[src/logic/nso_defines.svh]
`ifndef NSO_DEFINES_SVH
`define NSO_DEFINES_SVH

// ---------------------------------------------------------------
// Register byte offsets
// ---------------------------------------------------------------
`define NSO_OFF_FREQ_LO   8'h00
`define NSO_OFF_FREQ_HI   8'h04
`define NSO_OFF_NOM_LO    8'h08
`define NSO_OFF_NOM_HI    8'h0C
`define NSO_OFF_ENABLE    8'h10
`define NSO_OFF_FBINT_LO  8'h14
`define NSO_OFF_FBINT_HI  8'h18
`define NSO_OFF_FBREM     8'h1C
`define NSO_OFF_FBDEN     8'h20
`define NSO_OFF_FBBP      8'h24
`define NSO_OFF_CTRL_TWO  8'h28
`define NSO_OFF_STATUS    8'h2C
`define NSO_OFF_CTRL_FOUR 8'h30
`define NSO_OFF_OUT_EN    8'h34
`define NSO_OFF_OCFG0     8'h38
`define NSO_OFF_PHASE     8'h44

// ---------------------------------------------------------------
// Field positions
// ---------------------------------------------------------------
`define NSO_EN_SYNTH_BIT  0
`define NSO_EN_NCO_BIT    1
`define NSO_HS1_LSB       0
`define NSO_HS2_LSB       4
`define NSO_DEC_SRC_LSB   0
`define NSO_INC_SRC_LSB   4
`define NSO_DEC_BIT       8
`define NSO_INC_BIT       9
`define NSO_FMT_LSB       0
`define NSO_INV_BIT       3
`define NSO_DRV_LSB       4

// ---------------------------------------------------------------
// Reset values and fixed figures
// ---------------------------------------------------------------
`define NSO_RST_HSDIV     4'h6
`define NSO_RST_FBBP      6'h09
`define NSO_RST_FBDEN     32'h00000001
`define NSO_FRAC_TOTAL    6'h21

`endif

[src/logic/nso_pkg.sv]
package nso_pkg;

	// Output signal formats
	typedef enum logic [2:0] {
		NSO_FMT_OFF       = 3'b000,
		NSO_FMT_CML_FULL  = 3'b001,
		NSO_FMT_CML_HALF  = 3'b010,
		NSO_FMT_HSTL      = 3'b011,
		NSO_FMT_CMOS_P    = 3'b100,
		NSO_FMT_CMOS_PAIR = 3'b101,
		NSO_FMT_CMOS_INV  = 3'b110
	} nso_fmt_e;

	// Per-output driver configuration
	typedef struct packed {
		logic [1:0] drive;
		logic       invert;
		logic [2:0] fmt;
	} nso_out_cfg_s;

	typedef logic [39:0] nso_word_t;
	typedef logic [2:0]  nso_src_t;

endpackage

[src/logic/nso_step_edge.sv]
`timescale 1ns/1ps
// Turns every edge of the selected phase-step control into one pulse
module nso_step_edge #(
	parameter int GPIO_N = 4
) (
	input  wire logic              pclk,
	input  wire logic              presetn,
	input  wire nso_pkg::nso_src_t src_sel,
	input  wire logic              reg_level,
	input  wire logic [GPIO_N-1:0] gpio_in,
	output logic                   step_pulse
);
	import nso_pkg::*;

	typedef struct packed {
		logic [GPIO_N-1:0] meta;
		logic [GPIO_N-1:0] sync;
		nso_src_t          sel_prev;
		logic              level_prev;
		logic              pulse;
	} nso_edge_s;

	nso_edge_s s_r;
	nso_edge_s s_nxt;
	logic      level;

	// ---------------------------------------------------------------
	// Synchronise, select and detect both edges
	// ---------------------------------------------------------------
	always_comb begin
		s_nxt = s_r;
		level = 1'b0;
		s_nxt.meta = gpio_in;
		s_nxt.sync = s_r.meta;
		if (src_sel == 3'h0) begin
			level = reg_level;
		end else if (int'(src_sel) <= GPIO_N) begin
			level = s_r.sync[int'(src_sel) - 1];
		end
		s_nxt.level_prev = level;
		s_nxt.sel_prev = src_sel;
		// A source change only reloads the reference level
		s_nxt.pulse = (src_sel == s_r.sel_prev) && (level != s_r.level_prev);
	end

	// State register
	always_ff @(posedge pclk or negedge presetn) begin
		if (!presetn) begin
			s_r <= '0;
		end else begin
			s_r <= s_nxt;
		end
	end

	assign step_pulse = s_r.pulse;

endmodule

[src/logic/nso_synth_ctrl.sv]
// Functional notes
// - Oscillator mode: holdover, frequency from software word
// - Nominal word gives zero offset output
// - Mode changes never jump output phase
// - Synthesizer runs only while enable set
// - Feedback ratio: integer plus scaled remainder
// - Two fast dividers, each own field
// - Two live lock status bits
// - Phase steps of one eighth cycle
// - Step sources: register bit or GPIO
// - Step on every edge of control
// - Each step moves both fast dividers
// - Three output pairs, six CMOS outputs
// - Output runs when format and enable set
// - Format selects CML, HSTL, CMOS, off
// - CMOS negative pin off, same, inverted
// - Invert bit inverts driver clock
// - Four drive strengths for CMOS/HSTL
`timescale 1ns/1ps
`include "nso_defines.svh"
module nso_synth_ctrl #(
	parameter logic [39:0] NOMINAL_WORD = 40'h80_0000_0000,
	parameter int          OUT_N        = 3,
	parameter int          GPIO_N       = 4
) (
	input  wire logic              pclk,
	input  wire logic              presetn,
	input  wire logic              psel,
	input  wire logic              penable,
	input  wire logic              pwrite,
	input  wire logic [7:0]        paddr,
	input  wire logic [31:0]       pwdata,
	output logic      [31:0]       prdata,
	output logic                   pready,
	output logic                   pslverr,
	input  wire nso_pkg::nso_word_t dpll_freq_word,
	input  wire logic              synth_lock_a_in,
	input  wire logic              synth_lock_b_in,
	input  wire logic [GPIO_N-1:0] gpio_in,
	input  wire logic [OUT_N-1:0]  div_clk_in,
	output logic                   dpll_holdover,
	output nso_pkg::nso_word_t     synth_freq_word,
	output logic                   nco_clk_out,
	output logic                   synth_on,
	output logic                   synth_restart,
	output logic      [39:0]       fb_int_out,
	output logic      [6:0]        fb_int_whole,
	output logic      [31:0]       fb_rem_out,
	output logic      [31:0]       fb_den_out,
	output logic      [5:0]        fb_frac_bits,
	output logic      [3:0]        fast_div_one_out,
	output logic      [3:0]        fast_div_two_out,
	output logic                   phase_inc_step,
	output logic                   phase_dec_step,
	output logic      [OUT_N-1:0]  out_div_run,
	output logic      [OUT_N-1:0]  out_pos_pin,
	output logic      [OUT_N-1:0]  out_pos_oe,
	output logic      [OUT_N-1:0]  out_neg_pin,
	output logic      [OUT_N-1:0]  out_neg_oe,
	output logic      [OUT_N-1:0]  out_half_swing,
	output logic      [OUT_N-1:0]  out_low_power,
	output logic      [2*OUT_N-1:0] out_drive
);
	import nso_pkg::*;

	typedef struct packed {
		nso_word_t                nco_freq_word;
		logic                     synth_on_bit;
		logic                     nco_mode;
		logic [39:0]              fb_div_integer;
		logic [31:0]              fb_div_remainder;
		logic [31:0]              fb_div_denominator;
		logic [5:0]               fb_div_point_pos;
		logic [3:0]               fast_divider_one;
		logic [3:0]               fast_divider_two;
		nso_src_t                 phase_dec_source;
		nso_src_t                 phase_inc_source;
		logic                     phase_dec_bit;
		logic                     phase_inc_bit;
		logic [OUT_N-1:0]         out_divider_enable;
		nso_out_cfg_s [OUT_N-1:0] out_ctrl_two;
		logic                     synth_lock_a;
		logic                     synth_lock_b;
		logic [2:0]               phase_pos;
		logic                     pready;
		logic                     pslverr;
		logic [31:0]              prdata;
		logic                     holdover;
		nso_word_t                sfw;
		nso_word_t                acc;
		logic                     nco_clk;
		logic                     on_out;
		logic                     restart;
		logic [39:0]              fb_int;
		logic [6:0]               fb_whole;
		logic [31:0]              fb_rem;
		logic [31:0]              fb_den;
		logic [5:0]               fb_shift;
		logic [3:0]               hs1;
		logic [3:0]               hs2;
		logic                     inc_step;
		logic                     dec_step;
		logic [OUT_N-1:0]         div_run;
		logic [OUT_N-1:0]         pos_pin;
		logic [OUT_N-1:0]         pos_oe;
		logic [OUT_N-1:0]         neg_pin;
		logic [OUT_N-1:0]         neg_oe;
		logic [OUT_N-1:0]         half;
		logic [OUT_N-1:0]         lowp;
		logic [2*OUT_N-1:0]       drive;
	} nso_state_s;

	nso_state_s s_r;
	nso_state_s s_nxt;
	logic       inc_pulse;
	logic       dec_pulse;
	logic       setup;
	logic       wr;
	logic       mapped;
	logic [31:0] rdata;
	logic [2:0] fmt;
	logic       clk_v;
	logic [5:0] shift;

	// ---------------------------------------------------------------
	// Phase-step edge detectors
	// ---------------------------------------------------------------
	nso_step_edge #(.GPIO_N(GPIO_N)) u_inc_edge (
		.pclk       (pclk),
		.presetn    (presetn),
		.src_sel    (s_r.phase_inc_source),
		.reg_level  (s_r.phase_inc_bit),
		.gpio_in    (gpio_in),
		.step_pulse (inc_pulse)
	);

	nso_step_edge #(.GPIO_N(GPIO_N)) u_dec_edge (
		.pclk       (pclk),
		.presetn    (presetn),
		.src_sel    (s_r.phase_dec_source),
		.reg_level  (s_r.phase_dec_bit),
		.gpio_in    (gpio_in),
		.step_pulse (dec_pulse)
	);

	// ---------------------------------------------------------------
	// Next-state logic
	// ---------------------------------------------------------------
	always_comb begin
		s_nxt = s_r;
		setup = psel && !penable;
		wr = psel && penable && s_r.pready && pwrite;
		mapped = 1'b1;
		rdata = 32'h00000000;
		fmt = 3'h0;
		clk_v = 1'b0;
		shift = `NSO_FRAC_TOTAL - s_r.fb_div_point_pos;

		// Read decode
		case (paddr)
			`NSO_OFF_FREQ_LO:   rdata = s_r.nco_freq_word[31:0];
			`NSO_OFF_FREQ_HI:   rdata = {24'h000000, s_r.nco_freq_word[39:32]};
			`NSO_OFF_NOM_LO:    rdata = NOMINAL_WORD[31:0];
			`NSO_OFF_NOM_HI:    rdata = {24'h000000, NOMINAL_WORD[39:32]};
			`NSO_OFF_ENABLE:    rdata = {30'h00000000, s_r.nco_mode, s_r.synth_on_bit};
			`NSO_OFF_FBINT_LO:  rdata = s_r.fb_div_integer[31:0];
			`NSO_OFF_FBINT_HI:  rdata = {24'h000000, s_r.fb_div_integer[39:32]};
			`NSO_OFF_FBREM:     rdata = s_r.fb_div_remainder;
			`NSO_OFF_FBDEN:     rdata = s_r.fb_div_denominator;
			`NSO_OFF_FBBP:      rdata = {26'h0000000, s_r.fb_div_point_pos};
			`NSO_OFF_CTRL_TWO:  rdata = {24'h000000, s_r.fast_divider_two, s_r.fast_divider_one};
			`NSO_OFF_STATUS:    rdata = {30'h00000000, s_r.synth_lock_b, s_r.synth_lock_a};
			`NSO_OFF_CTRL_FOUR: rdata = {22'h000000, s_r.phase_inc_bit, s_r.phase_dec_bit,
				1'b0, s_r.phase_inc_source, 1'b0, s_r.phase_dec_source};
			`NSO_OFF_OUT_EN:    rdata = 32'(s_r.out_divider_enable);
			`NSO_OFF_PHASE:     rdata = {29'h00000000, s_r.phase_pos};
			default: begin
				mapped = 1'b0;
				for (int i = 0; i < OUT_N; i++) begin
					if (paddr == 8'(`NSO_OFF_OCFG0 + 4 * i)) begin
						mapped = 1'b1;
						rdata = 32'(s_r.out_ctrl_two[i]);
					end
				end
			end
		endcase

		// Bus answer: one wait-free access phase after each setup
		s_nxt.pready = setup;
		s_nxt.pslverr = setup && !mapped;
		if (setup) begin
			s_nxt.prdata = rdata;
		end

		// Register writes at the completing access edge
		if (wr) begin
			case (paddr)
				`NSO_OFF_FREQ_LO:   s_nxt.nco_freq_word[31:0] = pwdata;
				`NSO_OFF_FREQ_HI:   s_nxt.nco_freq_word[39:32] = pwdata[7:0];
				`NSO_OFF_ENABLE: begin
					s_nxt.synth_on_bit = pwdata[`NSO_EN_SYNTH_BIT];
					s_nxt.nco_mode = pwdata[`NSO_EN_NCO_BIT];
				end
				`NSO_OFF_FBINT_LO:  s_nxt.fb_div_integer[31:0] = pwdata;
				`NSO_OFF_FBINT_HI:  s_nxt.fb_div_integer[39:32] = pwdata[7:0];
				`NSO_OFF_FBREM:     s_nxt.fb_div_remainder = pwdata;
				`NSO_OFF_FBDEN:     s_nxt.fb_div_denominator = pwdata;
				`NSO_OFF_FBBP:      s_nxt.fb_div_point_pos = pwdata[5:0];
				`NSO_OFF_CTRL_TWO: begin
					s_nxt.fast_divider_one = pwdata[`NSO_HS1_LSB +: 4];
					s_nxt.fast_divider_two = pwdata[`NSO_HS2_LSB +: 4];
				end
				`NSO_OFF_CTRL_FOUR: begin
					s_nxt.phase_dec_source = pwdata[`NSO_DEC_SRC_LSB +: 3];
					s_nxt.phase_inc_source = pwdata[`NSO_INC_SRC_LSB +: 3];
					s_nxt.phase_dec_bit = pwdata[`NSO_DEC_BIT];
					s_nxt.phase_inc_bit = pwdata[`NSO_INC_BIT];
				end
				`NSO_OFF_OUT_EN:    s_nxt.out_divider_enable = pwdata[OUT_N-1:0];
				default: begin
					for (int i = 0; i < OUT_N; i++) begin
						if (paddr == 8'(`NSO_OFF_OCFG0 + 4 * i)) begin
							s_nxt.out_ctrl_two[i] = nso_out_cfg_s'(pwdata[5:0]);
						end
					end
				end
			endcase
		end

		// Live lock status
		s_nxt.synth_lock_a = synth_lock_a_in;
		s_nxt.synth_lock_b = synth_lock_b_in;

		// Frequency source: software word in oscillator mode, else tracked word
		s_nxt.holdover = s_r.nco_mode;
		s_nxt.sfw = s_r.nco_mode ? s_r.nco_freq_word : dpll_freq_word;
		// Accumulator is never reloaded, so a mode change keeps phase
		s_nxt.acc = s_r.acc + s_r.sfw;
		s_nxt.nco_clk = s_r.acc[39];

		// Synthesizer enable and restart on a 0 to 1 change
		s_nxt.on_out = s_r.synth_on_bit;
		s_nxt.restart = s_r.synth_on_bit && !s_r.on_out;
		if (s_r.synth_on_bit && !s_r.on_out) begin
			// Feedback settings take effect at each restart
			s_nxt.fb_int = s_r.fb_div_integer;
			s_nxt.fb_whole = 7'(s_r.fb_div_integer >> shift);
			s_nxt.fb_rem = s_r.fb_div_remainder;
			s_nxt.fb_den = s_r.fb_div_denominator;
			s_nxt.fb_shift = shift;
		end
		s_nxt.hs1 = s_r.fast_divider_one;
		s_nxt.hs2 = s_r.fast_divider_two;

		// Phase steps of 1/8 VCO cycle; opposite steps together cancel
		s_nxt.inc_step = s_r.synth_on_bit && inc_pulse && !dec_pulse;
		s_nxt.dec_step = s_r.synth_on_bit && dec_pulse && !inc_pulse;
		if (s_nxt.inc_step) begin
			s_nxt.phase_pos = s_r.phase_pos + 3'h1;
		end else if (s_nxt.dec_step) begin
			s_nxt.phase_pos = s_r.phase_pos - 3'h1;
		end

		// Output drivers
		for (int i = 0; i < OUT_N; i++) begin
			fmt = s_r.out_ctrl_two[i].fmt;
			clk_v = div_clk_in[i] ^ s_r.out_ctrl_two[i].invert;
			s_nxt.div_run[i] = s_r.out_divider_enable[i];
			s_nxt.pos_oe[i] = 1'b1;
			s_nxt.pos_pin[i] = s_r.out_divider_enable[i] && clk_v;
			s_nxt.neg_oe[i] = 1'b1;
			s_nxt.neg_pin[i] = s_r.out_divider_enable[i] && !clk_v;
			s_nxt.half[i] = 1'b0;
			s_nxt.lowp[i] = 1'b0;
			s_nxt.drive[2*i +: 2] = 2'h0;
			case (fmt)
				NSO_FMT_CML_FULL: ;
				NSO_FMT_CML_HALF: s_nxt.half[i] = 1'b1;
				NSO_FMT_HSTL:     s_nxt.drive[2*i +: 2] = s_r.out_ctrl_two[i].drive;
				NSO_FMT_CMOS_P: begin
					s_nxt.neg_oe[i] = 1'b0;
					s_nxt.neg_pin[i] = 1'b0;
					s_nxt.drive[2*i +: 2] = s_r.out_ctrl_two[i].drive;
				end
				NSO_FMT_CMOS_PAIR: begin
					s_nxt.neg_pin[i] = s_nxt.pos_pin[i];
					s_nxt.drive[2*i +: 2] = s_r.out_ctrl_two[i].drive;
				end
				NSO_FMT_CMOS_INV:  s_nxt.drive[2*i +: 2] = s_r.out_ctrl_two[i].drive;
				default: begin
					// Disabled: both pins released, driver in low power
					s_nxt.pos_oe[i] = 1'b0;
					s_nxt.pos_pin[i] = 1'b0;
					s_nxt.neg_oe[i] = 1'b0;
					s_nxt.neg_pin[i] = 1'b0;
					s_nxt.lowp[i] = 1'b1;
				end
			endcase
		end
	end

	// ---------------------------------------------------------------
	// State register
	// ---------------------------------------------------------------
	always_ff @(posedge pclk or negedge presetn) begin
		if (!presetn) begin
			s_r <= '0;
			s_r.nco_freq_word <= NOMINAL_WORD;
			s_r.fb_div_point_pos <= `NSO_RST_FBBP;
			s_r.fb_div_denominator <= `NSO_RST_FBDEN;
			s_r.fast_divider_one <= `NSO_RST_HSDIV;
			s_r.fast_divider_two <= `NSO_RST_HSDIV;
			s_r.lowp <= '1;
		end else begin
			s_r <= s_nxt;
		end
	end

	// ---------------------------------------------------------------
	// Outputs straight from the state register
	// ---------------------------------------------------------------
	assign prdata = s_r.prdata;
	assign pready = s_r.pready;
	assign pslverr = s_r.pslverr;
	assign dpll_holdover = s_r.holdover;
	assign synth_freq_word = s_r.sfw;
	assign nco_clk_out = s_r.nco_clk;
	assign synth_on = s_r.on_out;
	assign synth_restart = s_r.restart;
	assign fb_int_out = s_r.fb_int;
	assign fb_int_whole = s_r.fb_whole;
	assign fb_rem_out = s_r.fb_rem;
	assign fb_den_out = s_r.fb_den;
	assign fb_frac_bits = s_r.fb_shift;
	assign fast_div_one_out = s_r.hs1;
	assign fast_div_two_out = s_r.hs2;
	assign phase_inc_step = s_r.inc_step;
	assign phase_dec_step = s_r.dec_step;
	assign out_div_run = s_r.div_run;
	assign out_pos_pin = s_r.pos_pin;
	assign out_pos_oe = s_r.pos_oe;
	assign out_neg_pin = s_r.neg_pin;
	assign out_neg_oe = s_r.neg_oe;
	assign out_half_swing = s_r.half;
	assign out_low_power = s_r.lowp;
	assign out_drive = s_r.drive;

endmodule

[config.mk]
export PLATFORM = sky130hd
export DESIGN_NAME = nso_synth_ctrl
export DESIGN_NICKNAME = d
export VERILOG_FILES = /design/src/logic/nso_pkg.sv /design/src/logic/nso_step_edge.sv /design/src/logic/nso_synth_ctrl.sv
export VERILOG_INCLUDE_DIRS = /design/src /design/src/logic
export SDC_FILE = /design/constraint.sdc
export NUM_CORES = 1
export LEC_CHECK = 0
export BUFFER_PORTS_ARGS = -buffer_cell sky130_fd_sc_hd__buf_2
export CAP_MARGIN = 10
export CORE_MARGIN = 2
export CORE_UTILIZATION = 33
export DETAILED_ROUTE_END_ITERATION = 8
export PLACE_DENSITY_LB_ADDON = 0.1
export SETUP_SLACK_MARGIN = 0.2
export SLEW_MARGIN = 20
export SYNTH_ARGS = -nofsm -noshare
export SYNTH_HDL_FRONTEND = slang
export SYNTH_SLANG_ARGS = --single-unit
[constraint.sdc]
create_clock -name pclk -period 6.2 [get_ports pclk]
set_input_delay 0.31 -clock pclk [delete_from_list [all_inputs] [get_ports pclk]]
set_output_delay 0.31 -clock pclk [all_outputs]
set_load 0.1 [all_outputs]
Yosys cells after proc, flatten, opt, wreduce, memory -nomap -nowiden
Cells that the tools add are included.

Bits of input ports: 94. Register bits after elaboration: 484. Output and inout bits: 232.

Add/subtract/negate cells: 6. Shift operators: 1. Bitwise logic cells: 4. Equality and inequality tests: 39. Muxes and demuxes: 42. Reduce and logical (&&, ||, !) cells: 58. Order comparisons: 4.

Operator list (count): one-hot mux 32 bit (15 select lines) (1); == test 8 x 6 -> 1 bit (second input constant) (8); less-than comparator 32 x 4 -> 1 bit (second input constant) (2); two-way mux 32 bit (2); adder 40 bit (1); two-way mux 40 bit (1); right shift 40 x 6 -> 7 bit (1); == test 8 x 5 -> 1 bit (second input constant) (4); == test 3 bit (second input constant) (9); two-way mux 1 bit (27); OR reduction 4 bit (6); AND reduction 2 bit (11); == test 3 x 2 -> 1 bit (second input constant) (6); logical AND 1 bit (18); OR reduction 6 bit (3); == test 8 x 4 -> 1 bit (second input constant) (2); == test 8 x 7 -> 1 bit (second input constant) (2); OR reduction 15 bit (1); OR reduction 5 bit (3); OR reduction 11 bit (1); == test 3 x 1 -> 1 bit (second input constant) (3); AND reduction 3 bit (3); == test 8 x 3 -> 1 bit (second input constant) (1); logical NOT 1 bit (8); 17 further kinds (30).

Depth between registers and ports, before layout
Depth after elaboration: 8. Gate-level depth with buffers: 12. Gate-level depth less buffers: 10.

Cells and area by module
A second synthesis with hierarchy kept.

Cells, all modules: 2277. Area total of the unflattened synthesis: 24491.0 sq um.

Modules (own cells, without submodules): nso_synth_ctrl (area an instance 23590.1 sq um, instances 1, cells an instance 2223); nso_step_edge (area an instance 450.4 sq um, instances 2, cells an instance 27).

Worst setup path before layout
Ideal clock, no wire load.

Kind: register to register. From: register s_r[315] (netlist name). To: register s_r, in the netlist fb_int_whole[3]. Path slack: 3631 ps. Arrival: 2437 ps. Setup time: 132 ps. Required time: 6068 ps. Cell stages (with the launch flop): 10. Cells stage by stage: dfrtp_1 -> buf_2 -> inv_2 -> buf_2 -> ha_1 -> xor2_2 -> mux4_2 -> mux2_2 -> a22oi_1 -> o21ai_1.

Cells in the longest elaborated chain, start to end: 2.

RTL lines: start, declared (RTL line nso_synth_ctrl.sv:113) `nso_state_s s_r;`; start signal, assigned (RTL line nso_synth_ctrl.sv:315) `s_r <= s_nxt;`; subtractor 6 bit (no line); right shift 40 x 6 -> 7 bit (RTL line nso_synth_ctrl.sv:247) `s_nxt.fb_whole = 7'(s_r.fb_div_integer >> shift);`.

No other way between the ends. A chain may end at the register's enable or synchronous reset.

Worst setup path in the final report
From: register s_r[315] (netlist name). To: register s_r, in the netlist fb_int_whole[3].

Cells in the longest elaborated chain, start to end: 2.

RTL lines: subtractor 6 bit (no line); via shift[2] (RTL line nso_synth_ctrl.sv:123) `logic [5:0] shift;`; right shift 40 x 6 -> 7 bit (RTL line nso_synth_ctrl.sv:247).

The timed path passes the listed nets, and every way through them passes these cells.

==> results.md <==
Status:
- The run finished with clean final reports.

Synth:
- After synthesis, the share of cell area in mux cells is 15.21%.
- The synthesis-stage register bit count is between 400 and 500.
- For this run, the leading register cell type out of synthesis is sky130_fd_sc_hd__dfrtp_1.
- The net count after synthesis is ~2.4k.
- The share of the synthesized netlist area taken by xor and xnor gates is roughly 2.1%.
- The netlist uses slightly below 80 different library cells.
- Summing the sequential cell areas from Yosys gives 50.37% of the chip area.
- The count of warnings emitted by yosys is 0.
- By area, the combinational part of the netlist is dominated by multiplexers.
- Summing the areas of all fa, ha and maj instances in the mapped netlist gives about 2.3% of the synthesized area.
- Dividing the synthesized area by the synthesized cell count gives between 10 and 15 sq um.
- The count of flip-flops with a built-in enable after synthesis is 0.
- The share of flip-flops with an asynchronous set or reset after synthesis is 100.0%.
- The synthesized cell area is 24,070 sq um.
- Summing the areas of all compound-gate instances in the mapped netlist gives a little under a tenth of the synthesized area.
- The basic-gate share of the synthesized area counting and, or, nand and nor cells is approximately 11%.
- Synthesis produced a netlist whose cell count is 2,235.

Layout:
- The library cell used most frequently in the layout, excluding fill and tap cells, is sky130_fd_sc_hd__dfrtp_1.
- The post-route netlist has approximately 30% of its cells at a drive strength greater than 1.
- The top cell types in the final layout, fill and taps aside, are 472 x sky130_fd_sc_hd__dfrtp_1, 422 x sky130_fd_sc_hd__nand2_1, 324 x sky130_fd_sc_hd__buf_2.
- Once layout is complete, the cells apart from fillers number ~3.4k.
- The count of filler cells inserted in the layout is 7,213.
- The number of nets in the layout is around 2.5k.
- The post-synthesis to final-layout area growth is 14.75%.

Route:
- The routed wire length is approximately 80,000 um.
- The DRC marker count from the first detailed-route iteration is between 1k and 1.5k.
- For this run, design rule violations remaining after detail routing come to 0.
- The mean routed wirelength per cell is roughly 24 um.
- For this block, the via count after detailed routing is 17.16k.
- The number of detailed-routing iterations run before antenna repair is 7.
- After detailed routing, the number of vias per cell comes to between 5 and 6.
- Once detail routing completed, the nets flagged for antenna violations numbered 0.

Clocking:
- The number of clock buffers added by TritonCTS is between 50 and 60.
- The H-tree was split into 2 levels.
- Once the clock tree was built, the setup fixing pass inserted 0 buffers.
- The tree built by TritonCTS fans out to 484 sinks.
- TritonCTS built the clock tree.
- Clock tree synthesis selected as its root buffer the cell sky130_fd_sc_hd__clkbuf_16.
- The worst-skew pair later-pin latency is between 0.6 and 0.7 ns.
- After clock tree synthesis, the clock-pin slew on the worst setup and hold paths is 0.06 ns.
- The buffer levels on the longest clock path is 3.

Placed design:
- The congestion estimate from routability-driven global placement came to roughly 0.90.
- The placed instance count is approximately 3.2k.
- At the placement stage, the worst setup path has a slack of approximately 2.8 ns.
- The count of buffers from port buffering is between 300 and 400.
- The final HPWL from detailed placement is 57,810 um.

Global routing:
- The total overflow left after global routing is 0.
- The number of global-route vias before repair came to approximately 18k.
- Entering global routing, the biggest net connects between 150 and 200 pins.
- The initial antenna violation count is 4.
- The global-route wire length before repair is between 100,000 and 150,000 um.
- For this run, the total global-route usage over all layers was measured as between 20% and 30%.

Power and ir drop:
- For this design the ratio of total power to cell area is around 330 nW/um^2.
- Power comes to roughly 9 mW.
- The leakage dissipation is ~14 nW.
- The worst-case IR drop observed on VDD is a little under 200 uV.

Setup path:
- The critical register-to-register path startpoint is s_r[315].
- The minimum setup slack among reg-to-reg paths is between 3 and 4 ns.
- STA classifies the critical path startpoint as a flop.
- The slowest stage of the critical path is the sky130_fd_sc_hd__ha_1 cell.
- Walking the worst path, the cells encountered are buf_4 -> inv_2 -> ha_1 -> inv_1 -> mux4_2 -> mux2_2 -> a22oi_1 -> o21ai_1.
- The sort of element at the end of the critical path is a flop.
- The worst path arrival time is 3.65 ns.
- The class of the most critical setup path is flop to flop.
- The reg-to-reg endpoint is fb_int_whole[3].
- Counting cells, the worst reg-to-reg path comes to 8.
- The highest net fanout along the worst path is roughly 50.
- The largest incremental delay on the critical path is slightly above 0.8 ns.
- Data on the critical path is required at its endpoint by 6.68 ns.

STA:
- Setup violations remaining at the end of the flow were counted as 0.
- For the finished layout, the period the worst path requires is about 3.2 ns.
- Setup total negative slack on the finished layout was measured at 0 ns.
- The period utilization is between 50% and 60%.
- Headroom to the max-slew limit came out at between 20% and 30%.
- The least setup slack across all paths after layout is between 3 and 4 ns.
- The count of endpoints failing hold in the final timing report is 0.
- Setup repair after global routing left no endpoint under its margin.
- The slew at the pin closest to its max-slew limit is 1.096 ns.
- The number of slew-limit violations in the final report is 0.
- Based on the critical path, the design can be clocked at up to between 300 and 400 MHz.
- The worst clock skew is 0.01651 ns.

Min path:
- The path with the worst hold slack has its endpoint at out_pos_pin[0].
- The cell depth of the worst min-delay path is 3.
- The worst hold path belongs to the class primary input to flop.
- The worst hold path begins at div_clk_in[0].

Flow run:
- The number of max-cap violations is 0.

Floorplan:
- For this design the top-level I/O count stands at 326.
- The die width is around 270 um.
- The die extent in y is approximately 270 um.
- The initial core utilization is between 30 and 40%.
- The full die area is between 70,000 and 80,000 sq um.
- The placement row count is 99.
- The core outline area is ~73,000 sq um.
-- area by class of cell --
cell class,instances,area [sq um],area share (%)
clock inverters,27,301.5,1.092
diodes,2,5.005,0.01812
clock buffers,78,1647,5.961
flip-flops and latches,484,12130,43.90
multi-input cells,1385,9707,35.14
repair buffers,419,2537,9.186
well taps,959,1200,4.344
inverters,26,98.84,0.3578
-- stage by stage --
stage / hold slack [ns] / instance area [sq um] / util (%)
3_5_place_dp: 0.3381 / 24990 / 34.43
6_report: 0.06029 / 27620 / 38.05
3_3_place_gp: 0.3359 / 24990 / 34.43
5_1_grt: 0.02781 / 27620 / 38.05
4_1_cts: 0.01191 / 27620 / 38.05
2_1_floorplan: 0.01441 / 24070 / -
-- repair_timing --
action | 4_1_cts | 5_1_grt
endpoints found under the hold margin | 223 | 0
gates resized for setup | 0 | 0
hold buffers | 68 | 0
-- registers in the layout (all words and copies together), names as in the netlist, 6 cells and up --
signal and cells:
synth_freq_word 40, fb_den_out 32, fb_rem_out 32, fb_frac_bits 6
s_r 217, s_nxt 14, fb_int_out 40, fb_int_whole 7
out_drive 6, prdata 32, u_dec_edge.s_r 8
-- worst max-delay path, delay by kind of cell (launching register included) --
kind	cells	cell delay (ns)
buf+inv	3	1.01
fa+ha+maj	1	0.82
mux	2	0.60
flops	1	0.32
compound gates	2	0.26
-- power breakdown --
| part | switching (mW) | internal (mW) |
|---|---|---|
| clock network | 1.40 | 2.07 |
| registers | 0.103 | 3.37 |
| logic | 1.38 | 0.697 |
| total | 2.88 | 6.14 |
-- kinds of logic (layout without fill, tap and decap cells) --
group / Yosys count / after routing
AND/OR/NAND/NOR: 637 / 637
flip-flops: 484 / 484
buffers and inverters: 366 / 550
AO/OA/AOI/OAI: 333 / 333
multiplexers: 315 / 315
XOR/XNOR: 56 / 56
adder cells (fa/ha/maj): 44 / 44
other: 0 / 2
-- Yosys cell counts (34+ instances only) --
master / number / area [sq um]
sky130_fd_sc_hd__a21oi_1: 78 / 390.4
sky130_fd_sc_hd__a22oi_1: 45 / 337.8
sky130_fd_sc_hd__a31oi_1: 34 / 212.7
sky130_fd_sc_hd__buf_4: 224 / 1682
sky130_fd_sc_hd__clkbuf_1: 80 / 300.3
sky130_fd_sc_hd__dfrtp_1: 473 / 11840
sky130_fd_sc_hd__ha_1: 42 / 525.5
sky130_fd_sc_hd__mux2_2: 208 / 2342
sky130_fd_sc_hd__mux2i_1: 61 / 610.6
sky130_fd_sc_hd__nand2_1: 422 / 1584
sky130_fd_sc_hd__nor2_1: 92 / 345.3
sky130_fd_sc_hd__o21ai_0: 54 / 270.3
-- how the worst max path moves through the flow --
stage / startpoint / end / depth (start not counted)
6_report: s_r[315] / fb_int_whole[3] / 8
2_1_floorplan: s_r[315] / fb_int_whole[3] / 9
3_3_place_gp: paddr[7] / s_r[327] / 7
4_1_cts: s_r[315] / fb_int_whole[3] / 8
3_5_place_dp: paddr[7] / s_r[322] / 7
5_1_grt: s_r[315] / fb_int_whole[3] / 8
-- per-layer routing --
layer	wire length [um]	global-route usage, %	vias up	part of all wire [%]
met2	37350	33.67	481	47
met3	4357	3.827	120	5.4
met5	31	0	-	0.039
met1	36570	29.54	8737	46
met4	1985	5.735	6	2.5
li1	-	-	7817	-
Power figures use the tool's default switching activity.
